<file path="src/crc_conv_regs.vh">
// Register offsets, field positions, reset values and timing figures of the rate config block
`ifndef CRC_CONV_REGS_VH
`define CRC_CONV_REGS_VH

// Register byte addresses
`define CRC_ADDR_CONFIG 8'h00
`define CRC_ADDR_EXC 8'h04
`define CRC_ADDR_STATUS 8'h08
`define CRC_ADDR_CAPTIME 8'h0c
`define CRC_ADDR_VTTIME 8'h10

// Reset values
`define CRC_CONFIG_RST 8'ha0
`define CRC_EXC_RST 8'h03

// Field positions in the configuration register
`define CRC_VTF_HI 7
`define CRC_VTF_LO 6
`define CRC_CAPF_HI 5
`define CRC_CAPF_LO 3
`define CRC_MODE_HI 2
`define CRC_MODE_LO 0
// Field position in the excitation setup register
`define CRC_CLK_HALVE 7

// Conversion mode codes
`define CRC_MODE_IDLE 3'h0
`define CRC_MODE_CONT 3'h1
`define CRC_MODE_SINGLE 3'h2
`define CRC_MODE_PDOWN 3'h3
`define CRC_MODE_OFFCAL 3'h5
`define CRC_MODE_GAINCAL 3'h6

// Clock rate in kHz, so that cycles = microseconds * kHz / 1000
`define CRC_SYS_CLK_KHZ 25000

// Voltage/temperature conversion times in microseconds
`define CRC_VT_T0_US 20100
`define CRC_VT_T1_US 32100
`define CRC_VT_T2_US 62100
`define CRC_VT_T3_US 122100

// Capacitance conversion times in microseconds
`define CRC_CAP_T0_US 11000
`define CRC_CAP_T1_US 11900
`define CRC_CAP_T2_US 20000
`define CRC_CAP_T3_US 38000
`define CRC_CAP_T4_US 62000
`define CRC_CAP_T5_US 77000
`define CRC_CAP_T6_US 92000
`define CRC_CAP_T7_US 109600

`endif

</file>
<file path="src/crc_conversion_rate_config.v">
// Conversion rate configuration, conversion timer and APB register slave
// What this block does
// - Voltage/temperature filter code 00..11 gives 20.1, 32.1, 62.1, 122.1 ms conversions.
// - Capacitance filter code 000..101 gives 11.0, 11.9, 20.0, 38.0, 62.0, 77.0 ms.
// - Those tabulated times hold while the clock halving bit is zero.
// - Clock halving bit set doubles every conversion time on both channels.
`include "crc_conv_regs.vh"

module crc_conversion_rate_config #(
  parameter VT_CYC0 = `CRC_VT_T0_US * (`CRC_SYS_CLK_KHZ / 1000),
  parameter VT_CYC1 = `CRC_VT_T1_US * (`CRC_SYS_CLK_KHZ / 1000),
  parameter VT_CYC2 = `CRC_VT_T2_US * (`CRC_SYS_CLK_KHZ / 1000),
  parameter VT_CYC3 = `CRC_VT_T3_US * (`CRC_SYS_CLK_KHZ / 1000),
  parameter CAP_CYC0 = `CRC_CAP_T0_US * (`CRC_SYS_CLK_KHZ / 1000),
  parameter CAP_CYC1 = `CRC_CAP_T1_US * (`CRC_SYS_CLK_KHZ / 1000),
  parameter CAP_CYC2 = `CRC_CAP_T2_US * (`CRC_SYS_CLK_KHZ / 1000),
  parameter CAP_CYC3 = `CRC_CAP_T3_US * (`CRC_SYS_CLK_KHZ / 1000),
  parameter CAP_CYC4 = `CRC_CAP_T4_US * (`CRC_SYS_CLK_KHZ / 1000),
  parameter CAP_CYC5 = `CRC_CAP_T5_US * (`CRC_SYS_CLK_KHZ / 1000),
  parameter CAP_CYC6 = `CRC_CAP_T6_US * (`CRC_SYS_CLK_KHZ / 1000),
  parameter CAP_CYC7 = `CRC_CAP_T7_US * (`CRC_SYS_CLK_KHZ / 1000)
) (
  // Clock and reset
  input wire sys_clk,
  input wire reset_n,
  // APB slave
  input wire psel,
  input wire penable,
  input wire pwrite,
  input wire [7:0] paddr,
  input wire [31:0] pwdata,
  output reg [31:0] prdata,
  output reg pready,
  output reg pslverr,
  // Converter timing
  output reg capConverting,
  output reg vtConverting,
  output reg capDone,
  output reg vtDone,
  output reg [23:0] capConvCycles,
  output reg [23:0] vtConvCycles
);

  localparam ST_IDLE = 2'd0;
  localparam ST_CAP = 2'd1;
  localparam ST_VT = 2'd2;

  // Tabulated value with halving off, twice it with halving on; both channels share it
  function [23:0] scaleTime;
    input [23:0] base;
    input halve;
    begin
      // The top bit is dropped, so tabulated counts must stay below half the counter range
      scaleTime = halve ? {base[22:0], 1'b0} : base;
    end
  endfunction

  // Modes that run the capacitance then voltage/temperature pair
  function modeRuns;
    input [2:0] mode;
    begin
      case (mode)
        `CRC_MODE_CONT: modeRuns = 1'b1;
        `CRC_MODE_SINGLE: modeRuns = 1'b1;
        default: modeRuns = 1'b0;
      endcase
    end
  endfunction

  // Calibration modes run one capacitance conversion only
  function modeCalibrates;
    input [2:0] mode;
    begin
      case (mode)
        `CRC_MODE_OFFCAL: modeCalibrates = 1'b1;
        `CRC_MODE_GAINCAL: modeCalibrates = 1'b1;
        default: modeCalibrates = 1'b0;
      endcase
    end
  endfunction

  // Address match for a register offset
  function regHit;
    input [7:0] addr;
    input [7:0] offset;
    begin
      regHit = (addr == offset);
    end
  endfunction

  // Config value with the mode field put back to idle, other fields kept
  function [7:0] withModeIdle;
    input [7:0] cfg;
    reg [7:0] result;
    begin
      result = cfg;
      result[`CRC_MODE_HI:`CRC_MODE_LO] = `CRC_MODE_IDLE;
      withModeIdle = result;
    end
  endfunction

  // Conversion time in cycles for a voltage/temperature filter code
  function [23:0] vtCycles;
    input [1:0] code;
    input halve;
    reg [23:0] base;
    begin
      case (code)
        2'h0: base = VT_CYC0[23:0];
        2'h1: base = VT_CYC1[23:0];
        2'h2: base = VT_CYC2[23:0];
        default: base = VT_CYC3[23:0];
      endcase
      vtCycles = scaleTime(base, halve);
    end
  endfunction

  // Conversion time in cycles for a capacitance filter code
  function [23:0] capCycles;
    input [2:0] code;
    input halve;
    reg [23:0] base;
    begin
      case (code)
        3'h0: base = CAP_CYC0[23:0];
        3'h1: base = CAP_CYC1[23:0];
        3'h2: base = CAP_CYC2[23:0];
        3'h3: base = CAP_CYC3[23:0];
        3'h4: base = CAP_CYC4[23:0];
        3'h5: base = CAP_CYC5[23:0];
        3'h6: base = CAP_CYC6[23:0];
        default: base = CAP_CYC7[23:0];
      endcase
      capCycles = scaleTime(base, halve);
    end
  endfunction

  reg [7:0] config_q;
  reg [7:0] config_d;
  reg [7:0] excSetup_q;
  reg [1:0] state_q;
  reg [1:0] state_d;
  reg [23:0] count_q;
  reg [23:0] count_d;
  reg capDone_d;
  reg vtDone_d;
  reg modeEnd;
  reg [31:0] readMux;
  reg addrOk;

  wire [1:0] vtFilter = config_q[`CRC_VTF_HI:`CRC_VTF_LO];
  wire [2:0] capFilter = config_q[`CRC_CAPF_HI:`CRC_CAPF_LO];
  wire [2:0] convMode = config_q[`CRC_MODE_HI:`CRC_MODE_LO];
  wire clockHalve = excSetup_q[`CRC_CLK_HALVE];
  wire [23:0] capTime = capCycles(capFilter, clockHalve);
  wire [23:0] vtTime = vtCycles(vtFilter, clockHalve);

  wire runMode = modeRuns(convMode);
  wire calMode = modeCalibrates(convMode);
  // A write lands only at the edge that completes the access phase
  wire access = psel && penable && pready;
  wire accessFirst = psel && penable && !pready;
  wire wrConfig = access && pwrite && regHit(paddr, `CRC_ADDR_CONFIG);
  wire wrExc = access && pwrite && regHit(paddr, `CRC_ADDR_EXC);
  // The counter starts at the full count, so the last cycle is the one at count one
  wire lastCycle = (count_q == 24'h000001);

  // Address decode and read data
  always @* begin
    addrOk = 1'b1;
    readMux = 32'h00000000;
    case (paddr)
      `CRC_ADDR_CONFIG: readMux = {24'h000000, config_q};
      `CRC_ADDR_EXC: readMux = {24'h000000, excSetup_q};
      `CRC_ADDR_STATUS: readMux = {28'h0000000, 1'b0, vtConverting, capConverting, runMode};
      `CRC_ADDR_CAPTIME: readMux = {8'h00, capTime};
      `CRC_ADDR_VTTIME: readMux = {8'h00, vtTime};
      default: addrOk = 1'b0;
    endcase
  end

  // Conversion sequencer: capacitance then voltage/temperature, repeated in continuous mode
  always @* begin
    state_d = state_q;
    count_d = count_q;
    modeEnd = 1'b0;
    capDone_d = 1'b0;
    vtDone_d = 1'b0;
    case (state_q)
      ST_IDLE: begin
        if (runMode || calMode) begin
          state_d = ST_CAP;
          count_d = capTime;
        end
      end
      ST_CAP: begin
        if (!(runMode || calMode)) begin
          state_d = ST_IDLE;
          count_d = 24'h000000;
        end else if (lastCycle) begin
          capDone_d = 1'b1;
          if (calMode) begin
            // Calibration takes one capacitance conversion and then falls back to idle
            state_d = ST_IDLE;
            modeEnd = 1'b1;
          end else begin
            state_d = ST_VT;
            count_d = vtTime;
          end
        end else begin
          count_d = count_q - 24'h000001;
        end
      end
      ST_VT: begin
        if (!runMode) begin
          state_d = ST_IDLE;
          count_d = 24'h000000;
        end else if (lastCycle) begin
          vtDone_d = 1'b1;
          if (convMode == `CRC_MODE_SINGLE) begin
            state_d = ST_IDLE;
            modeEnd = 1'b1;
          end else begin
            state_d = ST_CAP;
            count_d = capTime;
          end
        end else begin
          count_d = count_q - 24'h000001;
        end
      end
      default: begin
        state_d = ST_IDLE;
        count_d = 24'h000000;
      end
    endcase
  end

  // Config next value: a software write wins over the sequencer returning the mode to idle
  always @* begin
    config_d = config_q;
    if (wrConfig) begin
      config_d = pwdata[7:0];
    end else if (modeEnd) begin
      config_d = withModeIdle(config_q);
    end
  end

  // Software registers
  always @(posedge sys_clk or negedge reset_n) begin
    if (!reset_n) begin
      config_q <= `CRC_CONFIG_RST;
      excSetup_q <= `CRC_EXC_RST;
    end else begin
      config_q <= config_d;
      if (wrExc) begin
        excSetup_q <= pwdata[7:0];
      end
    end
  end

  // Sequencer state and conversion counter
  always @(posedge sys_clk or negedge reset_n) begin
    if (!reset_n) begin
      state_q <= ST_IDLE;
      count_q <= 24'h000000;
    end else begin
      state_q <= state_d;
      count_q <= count_d;
    end
  end

  // APB response: one wait state, pready rises in the second access cycle
  always @(posedge sys_clk or negedge reset_n) begin
    if (!reset_n) begin
      prdata <= 32'h00000000;
      pready <= 1'b0;
      pslverr <= 1'b0;
    end else begin
      pready <= accessFirst;
      pslverr <= accessFirst && !addrOk;
      // Read data is captured a cycle ahead so that it leaves a flip-flop together with pready
      if (accessFirst && !pwrite) begin
        prdata <= readMux;
      end
    end
  end

  // Conversion status and timing outputs
  always @(posedge sys_clk or negedge reset_n) begin
    if (!reset_n) begin
      capConverting <= 1'b0;
      vtConverting <= 1'b0;
      capDone <= 1'b0;
      vtDone <= 1'b0;
      capConvCycles <= 24'h000000;
      vtConvCycles <= 24'h000000;
    end else begin
      capConverting <= (state_d == ST_CAP);
      vtConverting <= (state_d == ST_VT);
      capDone <= capDone_d;
      vtDone <= vtDone_d;
      capConvCycles <= capTime;
      vtConvCycles <= vtTime;
    end
  end

endmodule

</file>
<file path="config.mk">
export PLATFORM = sky130hd
export DESIGN_NAME = crc_conversion_rate_config
export DESIGN_NICKNAME = d
export VERILOG_FILES = /design/src/crc_conversion_rate_config.v
export VERILOG_INCLUDE_DIRS = /design/src
export SDC_FILE = /design/constraint.sdc
export NUM_CORES = 1
export LEC_CHECK = 0
export BUFFER_PORTS_ARGS = -buffer_cell sky130_fd_sc_hd__buf_2
export CORE_MARGIN = 4
export CORE_UTILIZATION = 45
export CTS_CLUSTER_DIAMETER = 120
export DETAILED_ROUTE_END_ITERATION = 8
export PLACE_DENSITY_LB_ADDON = 0.2
export SLEW_MARGIN = 30
export SYNTH_ARGS = -nofsm -noshare
export SYNTH_HDL_FRONTEND = slang
export SYNTH_SLANG_ARGS = --single-unit
</file>
<file path="constraint.sdc">
create_clock -name sys_clk -period 6 [get_ports sys_clk]
set_input_delay 0.9 -clock sys_clk [delete_from_list [all_inputs] [get_ports sys_clk]]
set_output_delay 0.9 -clock sys_clk [all_outputs]
set_load 0.02 [all_outputs]
</file>
==> results.toml <==
[outcome]
status = "completed"

[cts]
clock_sinks = 113
clk_pin_slew_ns = 0.05
cts-root-buf = "clkbuf_16"
clockBufferDepth = 2
post_cts_resized = 0
cts_setup_buffers = 0
htree_levels = 4
cts_hold_buf = 0
cts_tree = "built"
clk_latency_ns = 0.42
cts_made_buffers = 17

[synthesis]
synth-xor-area-share = 0.01633
synth_ff_type = "dfrtp_1"
synth-compound-area-share = 0.1983
yosysWarnings = 0
synth.cell_area_um2 = 5899
syn_area_per_cell_um2 = 9.409
ys_seq_elements = 113
synth_edf_count = 0
synth_mux_area_frac = 0.03669
yosys.area_share.simple = 0.1979
synth.yosys.seq_area_share = 0.4802
async_flop_share = 1.000
synth_top_family_by_area = "compound AO/OA/AOI/OAI gates"
synthCells = 627
synth_cell_types = 65
synth_adder_area_share = 0.01273

[final_layout]
num_antenna_cells = 0
final_common_cell = "dfrtp_1"
instances_no_fill = 888
area_delta_synth_final_pct = 18.43
post-route-cell-area_um2 = 6987
fillers = 1169
drive_above_1_share = 0.2249
final_cell_mix = "109 x dfrtp_1, 90 x buf_2, 75 x nor2_1"
fin_nets = 754

[global_route]
antenna_found_initial = 0
grt_pass1_vias = 5126
grt_usage = 0.2446
grt_start_max_net_pins = 63
grt_overflow_total = 0
grt_pass1_wl_mm = 27.92

[power_and_ir_drop]
p_leak_uw = 0.003140
p_per_area_nw_per_um2 = 333.6
vdd_drop_max_v = 0.0001839

[run]
drv_cap = 0

[floorplan]
core_area_um2 = 12720
chipHeight_um = 122.5
die_area_um2 = 15010
rows = 41
start_util = 0.4637
die_w_um = 122.5
io_pins = 131

[place]
dp.cells = 856
place.gp.congestion = 0.9494
dpl.hpwl_mm = 12.69
dp_slack_ns = 3.004
port-buffer-count = 91
postPlaceCellArea_um2 = 6389

[critical_path]
cp.required_ns = 6.32
crit_fanout = 28
cp_data_arrival_time_ns = 3.32
cp-start-kind = "register"
cp-end-kind = "register"
critPathKind = "reg -> reg"

[routing]
drtIter0Drc = 463
dr_total_vias = 5246
ant_nets = 0
drt-pass1-iter-count = 5
route.detailed.drc = 0
drt-total-wl_mm = 17.81
post_drt_via_cell_ratio = 5.908
wl_per_cell_um = 20.06

[sta]
slew_viol_final = 0
setup_tns_ns = 0
grt_setup_unrepaired = "false"
post-route-period-util = 0.5005
worst_slack_ns = 2.997
fin_skew_ns = 0.01101
setup_viol = 0
hold_viol_final = 0
max_freq_mhz = 333.0
post-route-min-period_ns = 3.003
slew_headroom = 0.3962
worstMarginPinSlew_ns = 0.8976

[worst_hold_path]
hold_path.class = "reg -> reg"
metrics by stage:
step	util	hold WS [ns]	total power, uW
final	0.5492	0.4715	2331
after global routing	0.5492	0.5142	2426
after CTS	0.5492	0.4779	2335
after detailed placement	0.5022	0.4647	1315
after global placement	0.5017	0.4530	1307
after floorplan	-	0.4419	1199
state kept, by name, summed over array words and instances, names as in the netlist:
name and flops:
count_q 24, prdata 23, capConvCycles 21, vtConvCycles 21, config_q 8, excSetup_q 8, state_q 2, capConverting 1
capDone 1, pready 1, pslverr 1, vtConverting 1, vtDone 1
worst max-delay path, stage by stage, from the launching register on:
cell and delay (ns):
dfrtp_1 0.39, nor3_1 0.60, nand4_2 0.32, nor2_4 0.57
a21o_1 0.57, a21oi_1 0.16, a221oi_1 0.27
per-layer routing:
metal	vias to the layer above	wire length (um)	track usage
met3	33	1298	0.05714
met1	2571	7581	0.3237
li1	2410	-	-
met4	0	473	0.09587
met2	232	8460	0.3906
met5	-	0	0
final cells by class:
class | instances | area, um^2 | share of cell area
sequential | 113 | 2833 | 0.4054
multi-input combinational | 459 | 2793 | 0.3997
inverter | 18 | 67.56 | 0.009670
tap | 172 | 215.2 | 0.03080
clock buffer | 22 | 464.2 | 0.06644
clock inverter | 10 | 133.9 | 0.01916
timing repair buffer | 94 | 480.5 | 0.06877
logic make-up (layout without fill, tap and decap cells):
| logic type | after synthesis | in the layout |
|---|---|---|
| compound gates | 179 | 179 |
| xor+xnor | 11 | 11 |
| fa+ha+maj | 6 | 6 |
| buf+inv | 69 | 144 |
| flops | 113 | 113 |
| mux | 20 | 20 |
| other cells | 1 | 15 |
| simple gates | 228 | 228 |
where the power goes:
part | internal, uW | switching [uW] | total (uW)
sequential | 832 | 93.5 | 926
clock | 671 | 348 | 1020
combinational | 135 | 251 | 386
total | 1640 | 692 | 2330
cell usage after synthesis, types with 6 or more instances:
cell / count / area (um^2)
a31oi_1: 8 / 50.05
nand3_1: 13 / 65.06
clkbuf_1: 20 / 75.07
and2_1: 6 / 37.54
mux2_2: 13 / 146.4
inv_1: 18 / 67.56
a221oi_1: 23 / 201.4
o21ai_0: 59 / 295.3
a22oi_1: 7 / 52.55
buf_4: 17 / 127.6
nor2b_1: 7 / 43.79
mux2i_1: 7 / 70.07
buf_2: 12 / 60.06
nor2_1: 75 / 281.5
a21oi_1: 31 / 155.2
ha_1: 6 / 75.07
nor3_1: 18 / 90.09
dfrtp_1: 109 / 2728
nor4_1: 9 / 56.30
nand2b_1: 7 / 43.79
xnor2_1: 6 / 52.55
and3_1: 8 / 50.05
nand2_1: 57 / 214.0
a211oi_1: 8 / 60.06
path summary, 6_finish.rpt:
path	to	cells past startpoint	from	slack, ns
max	count_q[8]	6	count_q[18]	3.00
min	prdata[2]	2	prdata[2]	0.47
max reg2reg	count_q[8]	6	count_q[18]	3.00
min reg2reg	prdata[2]	2	prdata[2]	0.47
max in group asynchronous	prdata[1]	2	reset_n	4.27
min in group asynchronous	prdata[15]	1	reset_n	0.50
No activity file was read; power rests on OpenSTA's default activity.
